`config.mk`:
```
export PLATFORM = sky130hd
export DESIGN_NAME = tts_top
export DESIGN_NICKNAME = d
export VERILOG_FILES = /design/src/tts_pkg.sv /design/src/tts_top.sv
export SDC_FILE = /design/constraint.sdc
export NUM_CORES = 2
export LEC_CHECK = 0
export BUFFER_PORTS_ARGS = -buffer_cell sky130_fd_sc_hd__buf_2
export CORE_MARGIN = 4
export CORE_UTILIZATION = 49
export DETAILED_ROUTE_END_ITERATION = 16
export GPL_TIMING_DRIVEN = 0
export PLACE_DENSITY_LB_ADDON = 0.3
export SLEW_MARGIN = 30
export SYNTH_ARGS = -nofsm -noshare
export SYNTH_HDL_FRONTEND = slang
export SYNTH_SLANG_ARGS = --single-unit
```
`constraint.sdc`:
```
create_clock -name clk -period 7.4 [get_ports clk]
set_input_delay 0.37 -clock clk [delete_from_list [all_inputs] [get_ports clk]]
set_output_delay 0.37 -clock clk [all_outputs]
set_load 0.05 [all_outputs]
```
`src/tts_pkg.sv`:
```
// Overview of operation
// a reset command clears the timestamp counter to zero
// the counter advances once per sample period
// each trigger pushes the current counter value into a timestamp fifo; a trigger while the fifo is full is dropped and sets overflow
// stored timestamps are read out independently of sampling
// in seconds mode the 64-bit value splits into seconds and sub-second parts
// in seconds mode the seconds part counts pulses since the last reset command
// in seconds mode each rising pulse edge clears the sub-second part
// seconds occupy the upper 32 bits, sub-second count the lower 32 bits
package tts_pkg;
  localparam int TS_W = 64;
  localparam int HALF_W = 32;
  localparam int FIFO_DEPTH = 16;
  localparam int PTR_W = 4;
  localparam logic [HALF_W-1:0] HALF_ZERO = 32'h0000_0000;
  localparam logic [HALF_W-1:0] HALF_ONE = 32'h0000_0001;
  localparam logic [TS_W-1:0] TS_ZERO = 64'h0000_0000_0000_0000;
  localparam logic [TS_W-1:0] TS_ONE = 64'h0000_0000_0000_0001;
  localparam logic [PTR_W:0] CNT_ZERO = 5'h00;
  localparam logic [PTR_W:0] CNT_FULL = 5'h10;
  localparam logic [PTR_W-1:0] PTR_ONE = 4'h1;
  localparam logic [PTR_W:0] CNT_ONE = 5'h01;
endpackage

```
`src/tts_top.sv`:
```
module tts_top
  import tts_pkg::*;
(
  // clock and reset
  input wire logic clk,
  input wire logic rst_b,
  input wire logic clk_en,
  // control from acquisition logic (same clock)
  input wire logic ts_reset_cmd,
  input wire logic sample_tick,
  input wire logic trigger_evt,
  input wire logic sec_mode,
  // external seconds pulse (asynchronous pin)
  input wire logic pps_pin,
  // timestamp readout
  output logic [TS_W-1:0] rd_data,
  output logic rd_valid,
  input wire logic rd_ready,
  // status
  output logic fifo_full,
  output logic overflow
);

  ////////////////////////////////////////////////////////////////////////////
  // steps shared by the counter, the write side and the read side
  function automatic logic [PTR_W-1:0] ptr_inc(input logic [PTR_W-1:0] ptr);
    ptr_inc = ptr + PTR_ONE;
  endfunction

  function automatic logic [HALF_W-1:0] half_inc(input logic [HALF_W-1:0] half);
    half_inc = half + HALF_ONE;
  endfunction

  ////////////////////////////////////////////////////////////////////////////
  logic pps_s1_reg;
  logic pps_s2_reg;
  logic pps_d_reg;
  logic pps_rise;

  // first stage feeds only the second stage
  always_ff @(posedge clk or negedge rst_b) begin
    if (!rst_b) begin
      pps_s1_reg <= 1'b0;
      pps_s2_reg <= 1'b0;
      pps_d_reg <= 1'b0;
    end else if (clk_en) begin
      pps_s1_reg <= pps_pin;
      pps_s2_reg <= pps_s1_reg;
      pps_d_reg <= pps_s2_reg;
    end
  end

  assign pps_rise = pps_s2_reg & ~pps_d_reg;

  ////////////////////////////////////////////////////////////////////////////
  logic [TS_W-1:0] ts_reg;
  logic [TS_W-1:0] ts_next;

  always_comb begin
    ts_next = ts_reg;
    if (ts_reset_cmd) begin
      ts_next = TS_ZERO;
    end else if (sec_mode) begin
      if (pps_rise) begin
        // seconds up, sub-second restarts at the pulse
        ts_next = {half_inc(ts_reg[TS_W-1:HALF_W]), HALF_ZERO};
      end else if (sample_tick) begin
        ts_next = {ts_reg[TS_W-1:HALF_W], half_inc(ts_reg[HALF_W-1:0])};
      end
    end else if (sample_tick) begin
      ts_next = ts_reg + TS_ONE;
    end
  end

  always_ff @(posedge clk or negedge rst_b) begin
    if (!rst_b) begin
      ts_reg <= TS_ZERO;
    end else if (clk_en) begin
      ts_reg <= ts_next;
    end
  end

  ////////////////////////////////////////////////////////////////////////////
  // memory of captured values; a trigger while full is dropped and flagged
  // rather than stalling acquisition, which cannot wait for software
  logic [TS_W-1:0] mem [FIFO_DEPTH];
  logic [PTR_W-1:0] wr_ptr_reg;
  logic [PTR_W-1:0] rd_ptr_reg;
  logic [PTR_W:0] cnt_reg;
  logic push;
  logic pop;

  assign pop = rd_valid & rd_ready;
  assign push = trigger_evt & (cnt_reg != CNT_FULL);

  always_ff @(posedge clk) begin
    if (clk_en && push) begin
      mem[wr_ptr_reg] <= ts_reg;
    end
  end

  always_ff @(posedge clk or negedge rst_b) begin
    if (!rst_b) begin
      wr_ptr_reg <= '0;
      rd_ptr_reg <= '0;
      cnt_reg <= CNT_ZERO;
    end else if (clk_en) begin
      if (push) begin
        wr_ptr_reg <= ptr_inc(wr_ptr_reg);
      end
      if (pop) begin
        rd_ptr_reg <= ptr_inc(rd_ptr_reg);
      end
      if (push && !pop) begin
        cnt_reg <= cnt_reg + CNT_ONE;
      end else if (pop && !push) begin
        cnt_reg <= cnt_reg - CNT_ONE;
      end
    end
  end

  // output stage: registered head of fifo, independent of acquisition
  logic [PTR_W:0] cnt_after;
  logic head_from_ts;
  logic [PTR_W-1:0] head_ptr;
  logic [TS_W-1:0] rd_data_next;

  assign cnt_after = cnt_reg + (push ? CNT_ONE : CNT_ZERO) - (pop ? CNT_ONE : CNT_ZERO);
  // a value pushed into an empty or emptying store goes straight to the
  // output register, since its memory write lands on that same edge
  assign head_from_ts = (cnt_reg == CNT_ZERO) || (pop && cnt_reg == CNT_ONE);
  assign head_ptr = pop ? ptr_inc(rd_ptr_reg) : rd_ptr_reg;

  always_comb begin
    rd_data_next = rd_data;
    if (pop || !rd_valid) begin
      if (head_from_ts) begin
        rd_data_next = ts_reg;
      end else begin
        rd_data_next = mem[head_ptr];
      end
    end
  end

  always_ff @(posedge clk or negedge rst_b) begin
    if (!rst_b) begin
      rd_data <= TS_ZERO;
      rd_valid <= 1'b0;
      fifo_full <= 1'b0;
      overflow <= 1'b0;
    end else if (clk_en) begin
      rd_valid <= (cnt_after != CNT_ZERO);
      rd_data <= rd_data_next;
      fifo_full <= (cnt_after == CNT_FULL);
      if (trigger_evt && cnt_reg == CNT_FULL) begin
        overflow <= 1'b1;
      end else if (ts_reset_cmd) begin
        overflow <= 1'b0;
      end
    end
  end
endmodule

```
==> metrics <==
outcome=completed; dominant synthesized flop cell=edfxtp_1; CTS clk-pin slew, worst paths=around 60 ps; Cells after Synth=2,875; die height=317 µm; clock latency at the later pin of the worst-skew pair=~690 ps; worst-margin pin slew=between 900 and 1000 ps; DP Cell Count=approximately 4,300; Die X=approximately 320 µm; synthesized flop and latch total=about 1,200; die area=around 100,000 µm²; initial antenna violation count=4; layout cells sized above 1=between 15 and 20%; Async SR Flop Fraction=~13%; yosys warns=0; register area share after synthesis=73.7%; Fmax achieved=roughly 270 MHz; vias in the first global route=approximately 28,000; Total GRT Usage=22.8%; crit-path most repeated cell=buf_4; io pins=76; fillers=~7,000; syn_nets=2,908; total CTS buffers=115; routed vias/inst=around 6.0; 1st-pass router iterations=6; Hold Vio Cnt, Final=0; number of flip-flops in the largest register=approximately 1,000; # H-tree levels=3; DRC=0; Critical Path, Cell by Cell=inv_1 -> ha_1 -> nand3_1 -> nor2b_1 -> clkbuf_1 -> nand2_1 -> nor3_2 -> buf_4 -> buf_4 -> buf_4 -> buf_4 -> buf_4 -> buf_4; fin crit period=roughly 3700 ps; Final Slew Violations=0; Pleak=roughly 19 nW; EDFF count, synth=around 1,000; starting density of the core=49.7%; Mean Syn Cell Area=about 16 µm²; CTS max path bufs=3; Placed Instance Area=about 50,000 µm²; CP required=between 7000 and 8000 ps; DR WL/cell=approximately 25 µm; Hold Path Class=input pin to register; largest net degree at the start of global routing=between 60 and 70; number of I/O port buffers=73; Final Cell Area=53,800 µm²; WL final=114,000 µm; Synth top area share=between 60% and 70%; Final GP Congestion=0.858; synth-to-layout area growth=15.3%; total congestion overflow=0; CTS tree=done; PwrDens=393 nW/µm²; root buf cell=clkbuf_16; Rel. slew slack=about a third; crit path launch type=register; Detail Placement HPWL=76,400 µm; final worst-path cycle share=between 40% and 50%; Site Rows=112; Crit path arrival time=between 4000 and 5000 ps; Iter 0 DRT Violations=about 3,000; post-synth cell types=72; kind of critical path=register to register; Nets=between 3,000 and 4,000; Pwr Total=21.1 mW; final setup skew=33.7 ps; setup tns final=0 ps; Syn Std Cell Area=46,700 µm²; hold slack=around 140 ps; clock sinks=around 1,200; slowest cell delay on critical path=~430 ps; slowest stage cell, crit path=dfrtp_1; first-pass GRT wire length=~170,000 µm; Synth area leaders=edfxtp_1, dfrtp_1, mux4_2; count of final setup violators=0; core area=about 94,000 µm²; Post-Layout Cell Count=4,493; RSZ-0062 raised after global routing=false; CP Max Fanout=9; largest area contributor in the netlist=edfxtp_1; max-cap violations=0; worst vdd ir=roughly 0.23 mV; postcts setup bufs=0; critical path endpoint category=register; remaining antenna violation count after routing=0; via count=around 27,000
==> cell usage after synthesis, types with 3 or more instances <==
cell type,count
a31oi_1,72
a211oi_1,4
nand2b_1,11
or3_1,5
buf_4,6
and2_1,10
clkbuf_1,106
ha_1,23
xnor2_1,28
nor2b_1,5
a21oi_1,87
a22oi_1,64
a41oi_1,4
o31ai_1,15
nor4_1,8
edfxtp_1,1024
o21ai_0,42
dfrtp_1,147
nand3b_1,6
nand4_2,3
inv_1,22
xor2_1,14
nor2_1,193
buf_6,9
mux2i_1,130
nor3_1,22
buf_1,3
nor2_2,3
nand4_1,13
buf_2,41
nand3_1,38
a32oi_1,128
and3_1,11
nand2_1,318
mux4_2,128
and4_1,6
a2bb2oi_1,3
o21ai_1,74
o211ai_1,8
==> area by class of cell <==
type	instances	area, µm²	area share [%]
Sequential cell	1171	34400	64.0
Buffer	165	764	1.42
Timing Repair Buffer	146	1470	2.73
Clock inverter	50	646	1.20
Multi-Input combinational cell	1516	11500	21.4
Clock buffer	165	3320	6.17
Antenna cell	3	7.51	0.0139
Inverter	23	88.8	0.165
Tap cell	1254	1570	2.92
==> layout by cell type, fill, tap and decap left out, drive strengths merged, types with 17 or more instances in the layout <==
cell type / Yosys / final
buf: 59 / 202
a31oi: 72 / 72
dfrtp: 147 / 147
inv: 23 / 25
nand2: 319 / 319
clkinv: 0 / 28
nand3: 39 / 39
nor3: 25 / 25
a21oi: 89 / 89
a22oi: 64 / 64
xnor2: 29 / 29
ha: 23 / 23
mux2i: 130 / 130
mux4: 128 / 128
edfxtp: 1024 / 1024
a32oi: 128 / 128
nand4: 17 / 17
nor2: 196 / 196
clkbuf: 106 / 271
o21ai: 117 / 117
o31ai: 17 / 17
==> per-stage QoR <==
stage	util, %	setup slack (ps)
after CTS	57.3	3720
after detailed placement	53.1	3740
after global placement	51.8	-2710
after global routing	57.3	3470
final	57.3	3710
after floorplan	-	1130
==> critical path, delay by kind of cell (launching register included) <==
kind	cells	cell delay, ps
adder cells (fa/ha/maj)	1	250
buffers and inverters	8	1720
flip-flops	1	430
AND/OR/NAND/NOR	4	980
==> logic make-up (layout without fill, tap and decap cells) <==
family / count (synthesis) / count (layout) / share of synthesized area [%]
AND/OR/NAND/NOR: 667 / 667 / 6.29
adder cells (fa/ha/maj): 24 / 24 / 0.659
other: 0 / 3 / 0
buffers and inverters: 188 / 549 / 1.82
AO/OA/AOI/OAI: 522 / 522 / 7.65
flip-flops: 1171 / 1171 / 73.7
multiplexers: 260 / 260 / 9.01
XOR/XNOR: 43 / 43 / 0.823
==> per-layer routing <==
layer	GRT usage [%]	vias to the layer above	share of wire (%)
met4	8.53	2	3.6
met5	0	-	0.0088
li1	-	11864	-
met2	37.8	1112	49
met1	30.8	13946	40
met3	3.77	187	7.3
==> worst paths after layout <==
kind | startpoint | endpoint | slack, ps | cells past startpoint
max | cnt_reg[1] | mem[6][30] | 3710 | 13
min | sample_tick | ts_reg[0] | 140 | 3
max reg2reg | cnt_reg[1] | mem[6][30] | 3710 | 13
min reg2reg | pps_s1_reg | pps_s2_reg | 500 | 2
max in group asynchronous | rst_b | rd_data[31] | 6240 | 4
min in group asynchronous | rst_b | rd_data[50] | 160 | 2
==> power by group <==
part | internal [mW] | switching (mW) | leakage, nW
clock | 3.60 | 2.41 | 1.92
sequential | 7.63 | 0.290 | 11.6
combinational | 2.36 | 4.85 | 5.38
total | 13.6 | 7.54 | 18.9
==> repair_timing <==
item,CTS,global route
gates resized for setup,0,0
hold buffers,3,0
hold endpoints to repair,102,0
endpoints found under the setup margin,0,0
No activity file was read; power rests on OpenSTA's default activity.
